<file path="src/common/window_det_pkg.sv">
// Constants shared by the converter result window detector.
package window_det_pkg;

	// ----------------------------------------------------------------
	// Register addresses on the special-function-register bus.
	// ----------------------------------------------------------------
	localparam logic [7:0] ADDR_CONFIG      = 8'hBC;
	localparam logic [7:0] ADDR_RESULT_LOW  = 8'hBD;
	localparam logic [7:0] ADDR_RESULT_HIGH = 8'hBE;
	localparam logic [7:0] ADDR_LOWER_LOW   = 8'hC3;
	localparam logic [7:0] ADDR_LOWER_HIGH  = 8'hC4;
	localparam logic [7:0] ADDR_UPPER_LOW   = 8'hC5;
	localparam logic [7:0] ADDR_UPPER_HIGH  = 8'hC6;
	localparam logic [7:0] ADDR_CONTROL     = 8'hE8;

	// ----------------------------------------------------------------
	// Reset values.
	// ----------------------------------------------------------------
	localparam logic [7:0] RESET_BYTE       = 8'h00;
	localparam logic [7:0] RESET_CONFIG     = 8'hF8;
	localparam logic [7:0] READ_UNMAPPED    = 8'h00;

	// ----------------------------------------------------------------
	// Field positions.
	// ----------------------------------------------------------------
	localparam int CTRL_ENABLE_BIT  = 7;
	localparam int CTRL_TRACK_BIT   = 6;
	localparam int CTRL_DONE_BIT    = 5;
	localparam int CTRL_BUSY_BIT    = 4;
	localparam int CTRL_WINDOW_BIT  = 3;
	localparam int CFG_JUSTIFY_BIT  = 2;
	localparam int CFG_DIVIDER_LSB  = 3;
	localparam int RESULT_MSB_BIT   = 9;
	localparam int RESULT_WIDTH     = 10;
	localparam int LEFT_PAD_WIDTH   = 6;

	// ----------------------------------------------------------------
	// Conversion timing in converter clocks.
	// ----------------------------------------------------------------
	localparam logic [3:0] CONVERT_CLOCKS   = 4'hA;
	localparam logic [3:0] TRACK_CLOCKS     = 4'h3;
	localparam logic [2:0] START_ON_WRITE   = 3'h0;

	// Conversion sequencer states.
	typedef enum logic [1:0] {
		ST_IDLE    = 2'b01,
		ST_CONVERT = 2'b10
	} seq_state_t;

endpackage

</file>
<file path="src/common/result_if.sv">
// Carrier between the result formatter and the window comparator.
`timescale 1ns/10ps
interface result_if;
	logic [15:0] word;
	logic [15:0] upper;
	logic [15:0] lower;
	logic        diff;
	logic        match;

	modport source  (output word, output upper, output lower, output diff, input match);
	modport compare (input word, input upper, input lower, input diff, output match);
endinterface

</file>
<file path="src/hw/window_compare.sv">
// Signed or unsigned window comparison of one result word against two limits.
`timescale 1ns/10ps
module window_compare (
	result_if.compare cmp
);

	logic gt_lower;
	logic lt_lower;
	logic gt_upper;
	logic lt_upper;
	logic upper_above;

	// --------------------------------------------------------------
	// Comparison
	// --------------------------------------------------------------

	// Differential words compare as two's complement, single-ended as unsigned.
	always_comb begin
		if (cmp.diff) begin
			gt_lower    = $signed(cmp.word) > $signed(cmp.lower);
			lt_lower    = $signed(cmp.word) < $signed(cmp.lower);
			gt_upper    = $signed(cmp.word) > $signed(cmp.upper);
			lt_upper    = $signed(cmp.word) < $signed(cmp.upper);
			upper_above = $signed(cmp.upper) > $signed(cmp.lower);
		end else begin
			gt_lower    = cmp.word > cmp.lower;
			lt_lower    = cmp.word < cmp.lower;
			gt_upper    = cmp.word > cmp.upper;
			lt_upper    = cmp.word < cmp.upper;
			upper_above = cmp.upper > cmp.lower;
		end
		// Limit order selects inside or outside detection.
		// With swapped limits the upper register is the smaller bound, so an
		// outside match is a word below the upper or above the lower register.
		if (upper_above) begin
			cmp.match = gt_lower && lt_upper;
		end else begin
			cmp.match = lt_upper || gt_lower;
		end
	end

endmodule // window_compare

</file>
<file path="src/hw/adc_result_window_detector.sv">
// Converter result registers, conversion sequencer and window detector registers.
//
// Summary of operation
// - The upper limit is a 16-bit read/write pair of byte registers that reset to zero.
// - Single-ended results compare as unsigned, and right-justified ones are sign-extended from code bit nine.
// - Differential results are 10-bit two's complement values and compare as signed.
// - When the upper limit exceeds the lower, a match needs lower < result < upper.
// - With the limits swapped, a match needs result below the upper or above the lower limit.
// - In differential mode the full 16-bit words compare signed, so all ones is minus one.
// - A conversion lasts at least ten converter clocks before a new result appears.
// - A match sets bit three of the control register, which holds until software clears it.
// - The lower limit is a 16-bit read/write pair of byte registers at their own addresses.
// - Right-justified results copy bit one of the high byte into its bits seven to two.
`timescale 1ns/10ps
module adc_result_window_detector (
	input  wire logic       clk_in,
	input  wire logic       rst_n_in,
	input  wire logic [7:0] sfr_addr_in,
	input  wire logic [7:0] sfr_wdata_in,
	input  wire logic       sfr_wr_in,
	input  wire logic       sfr_rd_in,
	output logic      [7:0] sfr_rdata_out,
	input  wire logic       conv_start_in,
	input  wire logic       diff_mode_in,
	input  wire logic [9:0] sample_in,
	output logic            busy_out,
	output logic            window_match_out
);

	// ----------------------------------------------------------------
	// Storage
	// ----------------------------------------------------------------
	logic [7:0] window_upper_limit_high;
	logic [7:0] window_upper_limit_low;
	logic [7:0] window_lower_limit_high;
	logic [7:0] window_lower_limit_low;
	logic [7:0] result_high_byte;
	logic [7:0] result_low_byte;
	logic [4:0] divider;
	logic       left_justify_select;
	logic       enable;
	logic       track_mode;
	logic [2:0] start_mode;
	logic       done_flag;
	logic       window_match_flag;
	logic [7:0] rdata;

	logic [7:0] next_window_upper_limit_high;
	logic [7:0] next_window_upper_limit_low;
	logic [7:0] next_window_lower_limit_high;
	logic [7:0] next_window_lower_limit_low;
	logic [7:0] next_result_high_byte;
	logic [7:0] next_result_low_byte;
	logic [4:0] next_divider;
	logic       next_left_justify_select;
	logic       next_enable;
	logic       next_track_mode;
	logic [2:0] next_start_mode;
	logic       next_done_flag;
	logic       next_window_match_flag;
	logic [7:0] next_rdata;

	window_det_pkg::seq_state_t state;
	window_det_pkg::seq_state_t next_state;
	logic [4:0]                 div_count;
	logic [4:0]                 next_div_count;
	logic [3:0]                 clock_count;
	logic [3:0]                 next_clock_count;

	logic        write_control;
	logic        start_request;
	logic        sar_tick;
	logic [3:0]  clocks_needed;
	logic        finish;
	logic [15:0] formatted;

	result_if cmp_bus ();

	window_compare compare_unit (
		.cmp (cmp_bus.compare)
	);

	// ----------------------------------------------------------------
	// Result formatting and comparator hookup
	// ----------------------------------------------------------------

	// The word about to be stored is what the comparator judges.
	always_comb begin
		if (left_justify_select) begin
			formatted = {sample_in, {window_det_pkg::LEFT_PAD_WIDTH{1'b0}}};
		end else begin
			formatted = {{window_det_pkg::LEFT_PAD_WIDTH{sample_in[9]}}, sample_in};
		end
	end

	assign cmp_bus.word  = formatted;
	assign cmp_bus.upper = {window_upper_limit_high, window_upper_limit_low};
	assign cmp_bus.lower = {window_lower_limit_high, window_lower_limit_low};
	assign cmp_bus.diff  = diff_mode_in;

	// ----------------------------------------------------------------
	// Conversion sequencer
	// ----------------------------------------------------------------

	// Start comes from a busy-bit write or, in other modes, from the start strobe.
	assign write_control = sfr_wr_in && (sfr_addr_in == window_det_pkg::ADDR_CONTROL);
	always_comb begin
		if (start_mode == window_det_pkg::START_ON_WRITE) begin
			start_request = write_control && sfr_wdata_in[window_det_pkg::CTRL_BUSY_BIT];
		end else begin
			start_request = conv_start_in;
		end
	end

	// Converter clock is one enable pulse every divider + 1 system clocks.
	assign sar_tick = (state == window_det_pkg::ST_CONVERT) && (div_count == divider);
	assign clocks_needed = track_mode
		? window_det_pkg::CONVERT_CLOCKS + window_det_pkg::TRACK_CLOCKS
		: window_det_pkg::CONVERT_CLOCKS;
	assign finish = sar_tick && (clock_count == clocks_needed - 4'h1);

	// Next state of the sequencer and its counters.
	always_comb begin
		next_state       = state;
		next_div_count   = div_count;
		next_clock_count = clock_count;
		case (state)
			window_det_pkg::ST_IDLE: begin
				next_div_count   = 5'h00;
				next_clock_count = 4'h0;
				if (enable && start_request) begin
					next_state = window_det_pkg::ST_CONVERT;
				end
			end
			window_det_pkg::ST_CONVERT: begin
				if (!enable) begin
					next_state = window_det_pkg::ST_IDLE;
				end else if (finish) begin
					next_state = window_det_pkg::ST_IDLE;
				end else if (sar_tick) begin
					next_div_count   = 5'h00;
					next_clock_count = clock_count + 4'h1;
				end else begin
					next_div_count = div_count + 5'h01;
				end
			end
			default: begin
				next_state = window_det_pkg::ST_IDLE;
			end
		endcase
	end

	// Sequencer registers.
	always_ff @(posedge clk_in or negedge rst_n_in) begin
		if (!rst_n_in) begin
			state       <= window_det_pkg::ST_IDLE;
			div_count   <= 5'h00;
			clock_count <= 4'h0;
		end else begin
			state       <= next_state;
			div_count   <= next_div_count;
			clock_count <= next_clock_count;
		end
	end

	// ----------------------------------------------------------------
	// Register file
	// ----------------------------------------------------------------

	// Writes, result capture, flags with set winning over clear, and read data.
	always_comb begin
		next_window_upper_limit_high = window_upper_limit_high;
		next_window_upper_limit_low  = window_upper_limit_low;
		next_window_lower_limit_high = window_lower_limit_high;
		next_window_lower_limit_low  = window_lower_limit_low;
		next_result_high_byte        = result_high_byte;
		next_result_low_byte         = result_low_byte;
		next_divider                 = divider;
		next_left_justify_select     = left_justify_select;
		next_enable                  = enable;
		next_track_mode              = track_mode;
		next_start_mode              = start_mode;
		next_done_flag               = done_flag;
		next_window_match_flag       = window_match_flag;
		next_rdata                   = rdata;
		if (sfr_wr_in) begin
			if (sfr_addr_in == window_det_pkg::ADDR_UPPER_HIGH) begin
				next_window_upper_limit_high = sfr_wdata_in;
			end else if (sfr_addr_in == window_det_pkg::ADDR_UPPER_LOW) begin
				next_window_upper_limit_low = sfr_wdata_in;
			end else if (sfr_addr_in == window_det_pkg::ADDR_LOWER_HIGH) begin
				next_window_lower_limit_high = sfr_wdata_in;
			end else if (sfr_addr_in == window_det_pkg::ADDR_LOWER_LOW) begin
				next_window_lower_limit_low = sfr_wdata_in;
			end else if (sfr_addr_in == window_det_pkg::ADDR_CONFIG) begin
				next_divider = sfr_wdata_in[7:window_det_pkg::CFG_DIVIDER_LSB];
				next_left_justify_select = sfr_wdata_in[window_det_pkg::CFG_JUSTIFY_BIT];
			end else if (sfr_addr_in == window_det_pkg::ADDR_CONTROL) begin
				next_enable            = sfr_wdata_in[window_det_pkg::CTRL_ENABLE_BIT];
				next_track_mode        = sfr_wdata_in[window_det_pkg::CTRL_TRACK_BIT];
				next_start_mode        = sfr_wdata_in[2:0];
				next_done_flag         = sfr_wdata_in[window_det_pkg::CTRL_DONE_BIT];
				next_window_match_flag = sfr_wdata_in[window_det_pkg::CTRL_WINDOW_BIT];
			end
		end
		// A finishing conversion stores the result and judges it in the same edge.
		if (finish) begin
			next_result_high_byte = formatted[15:8];
			next_result_low_byte  = formatted[7:0];
			next_done_flag        = 1'b1;
			if (cmp_bus.match) begin
				next_window_match_flag = 1'b1;
			end
		end
		if (sfr_rd_in) begin
			if (sfr_addr_in == window_det_pkg::ADDR_UPPER_HIGH) begin
				next_rdata = window_upper_limit_high;
			end else if (sfr_addr_in == window_det_pkg::ADDR_UPPER_LOW) begin
				next_rdata = window_upper_limit_low;
			end else if (sfr_addr_in == window_det_pkg::ADDR_LOWER_HIGH) begin
				next_rdata = window_lower_limit_high;
			end else if (sfr_addr_in == window_det_pkg::ADDR_LOWER_LOW) begin
				next_rdata = window_lower_limit_low;
			end else if (sfr_addr_in == window_det_pkg::ADDR_RESULT_HIGH) begin
				next_rdata = result_high_byte;
			end else if (sfr_addr_in == window_det_pkg::ADDR_RESULT_LOW) begin
				next_rdata = result_low_byte;
			end else if (sfr_addr_in == window_det_pkg::ADDR_CONFIG) begin
				next_rdata = {divider, left_justify_select, 2'b00};
			end else if (sfr_addr_in == window_det_pkg::ADDR_CONTROL) begin
				next_rdata = {enable, track_mode, done_flag, busy_out,
					window_match_flag, start_mode};
			end else begin
				next_rdata = window_det_pkg::READ_UNMAPPED;
			end
		end
	end

	// Register file flip-flops.
	always_ff @(posedge clk_in or negedge rst_n_in) begin
		if (!rst_n_in) begin
			window_upper_limit_high <= window_det_pkg::RESET_BYTE;
			window_upper_limit_low  <= window_det_pkg::RESET_BYTE;
			window_lower_limit_high <= window_det_pkg::RESET_BYTE;
			window_lower_limit_low  <= window_det_pkg::RESET_BYTE;
			result_high_byte        <= window_det_pkg::RESET_BYTE;
			result_low_byte         <= window_det_pkg::RESET_BYTE;
			divider                 <= window_det_pkg::RESET_CONFIG[7:3];
			left_justify_select     <= 1'b0;
			enable                  <= 1'b0;
			track_mode              <= 1'b0;
			start_mode              <= 3'h0;
			done_flag               <= 1'b0;
			window_match_flag       <= 1'b0;
			rdata                   <= window_det_pkg::RESET_BYTE;
		end else begin
			window_upper_limit_high <= next_window_upper_limit_high;
			window_upper_limit_low  <= next_window_upper_limit_low;
			window_lower_limit_high <= next_window_lower_limit_high;
			window_lower_limit_low  <= next_window_lower_limit_low;
			result_high_byte        <= next_result_high_byte;
			result_low_byte         <= next_result_low_byte;
			divider                 <= next_divider;
			left_justify_select     <= next_left_justify_select;
			enable                  <= next_enable;
			track_mode              <= next_track_mode;
			start_mode              <= next_start_mode;
			done_flag               <= next_done_flag;
			window_match_flag       <= next_window_match_flag;
			rdata                   <= next_rdata;
		end
	end

	// ----------------------------------------------------------------
	// Outputs
	// ----------------------------------------------------------------

	// Busy follows the sequencer state; data and flag come from flip-flops.
	assign busy_out         = (state == window_det_pkg::ST_CONVERT);
	assign window_match_out = window_match_flag;
	assign sfr_rdata_out    = rdata;

endmodule // adc_result_window_detector

</file>
<file path="config.mk">
export PLATFORM = sky130hd
export DESIGN_NAME = adc_result_window_detector
export DESIGN_NICKNAME = d
export VERILOG_FILES = /design/src/common/window_det_pkg.sv /design/src/common/result_if.sv /design/src/hw/window_compare.sv /design/src/hw/adc_result_window_detector.sv
export SDC_FILE = /design/constraint.sdc
export NUM_CORES = 1
export LEC_CHECK = 0
export BUFFER_PORTS_ARGS = -buffer_cell sky130_fd_sc_hd__buf_2
export CAP_MARGIN = 5
export CORE_MARGIN = 5
export CORE_UTILIZATION = 60
export DETAILED_ROUTE_END_ITERATION = 16
export PLACE_DENSITY = 0.83
export SYNTH_ARGS = -nofsm -noshare
export SYNTH_HDL_FRONTEND = slang
export SYNTH_SLANG_ARGS = --single-unit
export TNS_END_PERCENT = 1
</file>
<file path="constraint.sdc">
create_clock -name clk_in -period 2.75 [get_ports clk_in]
set_input_delay 0.4125 -clock clk_in [delete_from_list [all_inputs] [get_ports clk_in]]
set_output_delay 0.4125 -clock clk_in [all_outputs]
set_load 0.005 [all_outputs]
</file>
Word level (Yosys, flattened, before mapping)

Cells that the tools add are included.

Output and inout port bits: 10
Word-level logic and storage cells: 118
Bits of input ports: 32
Flip-flop bits (word level): 80

Mux-type cells: 44
Add/sub/neg operators: 3
Reductions and logical operators: 21
$lt $le $gt $ge: 6
Equality and inequality tests: 22
Bitwise gates (word level): 5

Operator list:

| kind                                         | number |
|---|---|
| == test 8 bit, second input constant         | 8 |
| greater-than comparator 16 bit               | 4 |
| 2-to-1 mux 8 bit                             | 8 |
| less-than comparator 16 bit                  | 2 |
| 2-to-1 mux 1 bit                             | 22 |
| 2-to-1 mux 15 bit                            | 1 |
| 2-to-1 mux 5 bit                             | 3 |
| inequality test 2 bit, second input constant | 7 |
| AND reduction 7 bit                          | 2 |
| 2-to-1 mux 4 bit                             | 3 |
| one-hot mux 5 bit (2 select lines)           | 1 |
| one-hot mux 4 bit (2 select lines)           | 1 |
| AND reduction 4 bit                          | 2 |
| logical AND 1 bit                            | 6 |
| 2-to-1 mux 2 bit                             | 3 |
| AND reduction 3 bit                          | 2 |
| AND reduction 6 bit                          | 1 |
| nonzero test 2 bit                           | 3 |
| adder 5 x 1 -> 5 bit, second input constant  | 1 |
| == test 5 bit                                | 1 |
| NOT 1 bit                                    | 5 |
| AND reduction 5 bit                          | 1 |
| adder 4 x 1 -> 4 bit, second input constant  | 1 |
| == test 4 bit                                | 1 |
| 10 further kinds                             | 12 |

Longest topological paths before layout

Depth in word-level cells: 10
Mapped depth: 12
Mapped depth without buffers: 10

Hierarchy

Synthesis repeated with hierarchy kept, for this count alone.

Cell total of the unflattened synthesis: 557
Area, all modules: 5412.7 um2

Modules (own cells, without submodules):

| module                     | instances | area an instance (um2) | cells each | seq. area each (um2) |
|---|---|---|---|---|
| adc_result_window_detector | 1         | 4240.3                 | 396        | 2009.4 |
| window_compare             | 1         | 1172.4                 | 161        | 0.0 |

Worst setup path before layout

Ideal clock, no wire load.

Path kind: flip-flop to flip-flop
From: reg left_justify_select
To: reg window_match_flag (netlist: window_match_out)
Slack: 0.286 ns
Data required time: 2.685 ns
Library setup time: 0.065 ns
Path buffers: 2
Period minus slack after synthesis: 2.464 ns
Cell stages (with the launch flop): 13
Arrival time: 2.399 ns
Cell sequence: dfrtp_1 clkbuf_1 clkbuf_1 nand2_1 nand2_1 ha_1 and4_1 and2_1 o2111a_1 a2111o_1 nand3_1 o2111ai_1 nand2_1

Word-level cells in the longest chain between the ends: 7
Elaborated cells on any way between the ends: 12
Classes of those cells: 4 x order compare; 6 x mux; 2 x reduce/logical

RTL lines:

| item                                                  | RTL line                                   | text |
|---|---|---|
| from (decl)                                           | adc_result_window_detector.sv:40           | `logic left_justify_select;` |
| from (signal assigned)                                | adc_result_window_detector.sv:264          | `left_justify_select <= next_left_justify_select;` |
| 2-to-1 mux 15 bit (*)                                 | adc_result_window_detector.sv:89           | `if (left_justify_select) begin` |
| net cmp_bus.word[14]                                  | result_if.sv:4                             | `logic [15:0] word;` |
| less-than comparator 16 bit (tied with other cells)   | window_compare.sv:29                       | `lt_upper = cmp.word < cmp.upper;` |
| 2-to-1 mux 1 bit                                      | window_compare.sv:19                       | `if (cmp.diff) begin` |
| logical OR 1 bit or logical AND 1 bit (tied branches) | window_compare.sv:38, window_compare.sv:36 |  |
| 2-to-1 mux 1 bit (*)                                  | window_compare.sv:35                       | `if (upper_above) begin` |
| 2-to-1 mux 1 bit (*)                                  | adc_result_window_detector.sv:211          | `if (cmp_bus.match) begin` |
| 2-to-1 mux 1 bit (*)                                  | adc_result_window_detector.sv:207          | `if (finish) begin` |
| net next_window_match_flag                            | adc_result_window_detector.sv:60           | `logic next_window_match_flag;` |
| to (signal assigned)                                  | adc_result_window_detector.sv:269          | `window_match_flag <= next_window_match_flag;` |
| to (decl)                                             | adc_result_window_detector.sv:45           | `logic window_match_flag;` |

Mark *: on every way through the listed nets, which the timed path passes. The rest lies on a longest branch.
A chain may end at the register's enable or synchronous reset.

Final worst setup path

Same ends and word-level chain as after synthesis.

==> results by group <==
STA
  • Hold Vio Cnt, Final: 0
  • Clock Skew: 0.0103 ns
  • Max_slew headroom: 0.533
  • Fmax: 0.396 GHz
  • Final Cycle Share: 0.918
  • Final setup TNS: 0 ns
  • Period minus WS final: 2.53 ns
  • # setup viols final: 0
  • Slew @ Worst Pin: 0.699 ns
  • RSZ-0062 raised after global routing: false
  • Max-slew violations: 0

Run status
  • Outcome: finished, final reports clean

Clocking
  • CTS tree: built
  • Clock sink count: 80
  • Root buf cell: clkbuf_8
  • Clk buf depth: 2
  • Clock transition at path regs: approximately 0.090 ns
  • Post-CTS Setup Inserts: 0
  • Worst-Skew Late Latency: roughly 0.36 ns
  • Total CTS buffers: 9
  • CTS H-tree lvls: 3

Yosys
  • Yosys top cell by area: dfrtp_1
  • Synthesized area: around 5400 um^2
  • Register bit total from synthesis: 80
  • Yosys top cell area share: 0.343
  • EDFF count, synth: 0
  • Sequential-to-total area share from yosys stat: 0.372
  • Synth unique cells: 73
  • Top FF cell, synth: dfrtp_1
  • Cell count after synthesis: about 570
  • YS warnings: 0
  • Count leader, synth: dfrtp_1
  • Syn nets: between 600 and 700
  • Post-synth top cells: dfrtp_1, nand2_1, mux2_2, inv_1, ha_1
  • Dominant cells by area after synthesis: dfrtp_1, ha_1, mux2_2, o21ai_0, nand2_1
  • Syn_area_per_cell: 9.55 um^2
  • Async S/R FF share, synth: 1.00

Global route
  • GRT Total Usage: 0.296
  • First-pass GRT wire length: between 20000 and 30000 um
  • Largest net degree at the start of global routing: 57
  • Vias in the first global route: between 4000 and 5000
  • Initial antenna violation count: 1
  • Congestion Overflow GR: 0

Worst hold path
  • Hold endpoint: result_high_byte[7]
  • Hold path cells: 3
  • Worst Hold Class: in -> reg
  • Hold path start: sample_in[9]

Placement
  • Placed Area: approximately 5800 um^2
  • DPL Wire Length: 12700 um
  • Port Buffers: between 40 and 50
  • RePlAce Congestion: between 1 and 1.5

Routing
  • Vias: about 4700
  • # DRC: 0
  • Antenna-violating nets left: 0
  • DR iter-0 viols: approximately 460
  • Final WL: between 15000 and 20000 um
  • Routed vias/inst: approximately 6.5
  • Avg WL per Cell: about 23 um
  • DR pass1 iterations: 5

Power and ir drop
  • Static Leak: between 2 and 3 nW
  • Cell Pwr Density: between 400 and 500 nW/um^2
  • Worst VDD drop: between 300 and 400 uV

Critical path
  • Worst Setup End Kind: flip-flop
  • CP Data Required Time: between 3 and 4 ns
  • Startpoint Class: flip-flop
  • Crit Path Class: reg -> reg
  • Worst R2R End: window_match_out
  • FF-to-FF setup slack: approximately 0.22 ns
  • Origin of the critical flop-to-flop path: left_justify_select
  • Worst Path Max Fanout: 7
  • Arrival time worst endpoint: 2.84 ns
  • Register-to-Register Path Depth: 10

Finish
  • Layout net count: ~690
  • Ant diodes: 0
  • Area Growth Syn to Fin: 10.5%
  • Finished Cell Area: about 6000 um^2
  • Layout cells sized above 1: 0.246
  • Fill count: 706

Floorplan
  • DIE AREA: roughly 11000 um^2
  • Rows: 34
  • Die Y-Extent: ~100 um
  • Die Width: roughly 100 um
  • Ports: between 40 and 50
  • Core ar.: 8760 um^2
  • Initial core utilization: 0.617

Job
  • Max_cap viols: 0
-- area by class of cell --
type / instances / area, um^2 / area share
Tap cell: 108 / 135 / 0.0226
Multi-Input combinational cell: 417 / 3090 / 0.518
Clock inverter: 7 / 85.1 / 0.0142
Inverter: 49 / 184 / 0.0308
Sequential cell: 80 / 2010 / 0.337
Timing Repair Buffer: 57 / 343 / 0.0574
Clock buffer: 9 / 124 / 0.0207
-- flip-flops by register name, indices dropped and copies added, names as in the netlist, 2 cells and up --
name                     count
window_lower_limit_high      8
sfr_rdata_out                8
clock_count                  4
window_upper_limit_high      8
start_mode                   3
result_low_byte              8
divider                      5
state                        2
div_count                    5
window_lower_limit_low       8
result_high_byte             8
window_upper_limit_low       8
-- kinds of logic (layout without fill, tap and decap cells) --
kind of cell	Yosys count	in the layout	share of synthesized area
xor gates and xnor gates	6	6	0.00973
adders and majority gates	48	48	0.111
AOI/OAI and AO/OA	144	144	0.167
DFF	80	80	0.372
buffers and inverters	69	122	0.0560
muxes	58	58	0.122
and+or+nand+nor	161	161	0.162
-- worst max-delay path, stage by stage, from the launching register on --
cell       delay (ns)
dfrtp_1          0.43
buf_4            0.18
mux2_2           0.39
ha_1             0.33
and4_1           0.24
a21oi_1          0.17
a21boi_0         0.11
a2111o_1         0.34
nand3_1          0.10
o2111ai_1        0.12
nand2_1          0.07
-- cell usage in the layout (no fill, tap or decap), types with 4 or more instances in the layout --
master    Yosys  layout
xnor2_1       6       6
nor2b_1       8       8
nor2_1       20      20
o22ai_1       9       9
nand4_1       7       7
a21o_1        6       6
ha_1         48      48
a32oi_1       4       4
mux2_2       51      51
dfrtp_1      74      74
buf_4         1      15
inv_1        49      49
a22oi_1       4       4
nand2_1      60      60
nand2b_1      9       9
a21oi_1      36      36
buf_2         6      40
o21ai_0      47      47
dfstp_2       6       6
o221ai_1      4       4
nor3_1       16      16
nand3_1      11      11
clkbuf_8      1       9
-- worst max path at each step --
stage,start,cells after the start,end,slack (ns)
2_1_floorplan,left_justify_select,12,window_match_out,0.29
3_3_place_gp,left_justify_select,10,window_match_out,0.25
3_5_place_dp,left_justify_select,10,window_match_out,0.28
4_1_cts,left_justify_select,10,window_match_out,0.27
5_1_grt,left_justify_select,10,window_match_out,0.16
6_report,left_justify_select,10,window_match_out,0.22
-- per-layer routing --
metal,vias to the layer above,track usage,wire [um]
met4,0,0.138,791
met5,-,0,0
met1,2267,0.407,6750
met2,238,0.452,7480
met3,58,0.0592,1400
li1,2140,-,-
-- report_power, final --
part	leakage (nW)	switching [W]	total, W	internal, W
registers	1.00	0.0000484	0.00128	0.00123
logic	1.69	0.000303	0.000488	0.000186
clock network	0.100	0.000493	0.000931	0.000438
-- what timing repair did --
action | CTS | global route
hold buffers | 1 | 0
setup endpoints to repair | 0 | 0
gates resized for setup | 0 | 0
endpoints found under the hold margin | 24 | 0
-- through the flow --
step	power (W)	hold slack (ns)	utilization	setup WS (ns)	cells
finish	0.00270	0.329	0.681	0.224	727
global route	0.00281	0.345	0.681	0.165	727
CTS	0.00271	0.317	0.681	0.271	727
detailed placement	0.00178	0.346	0.656	0.278	710
global placement	0.00176	0.340	0.656	0.250	710
floorplan	0.00158	0.117	-	0.286	566
Note: power is estimated with default switching activity, not from simulation.
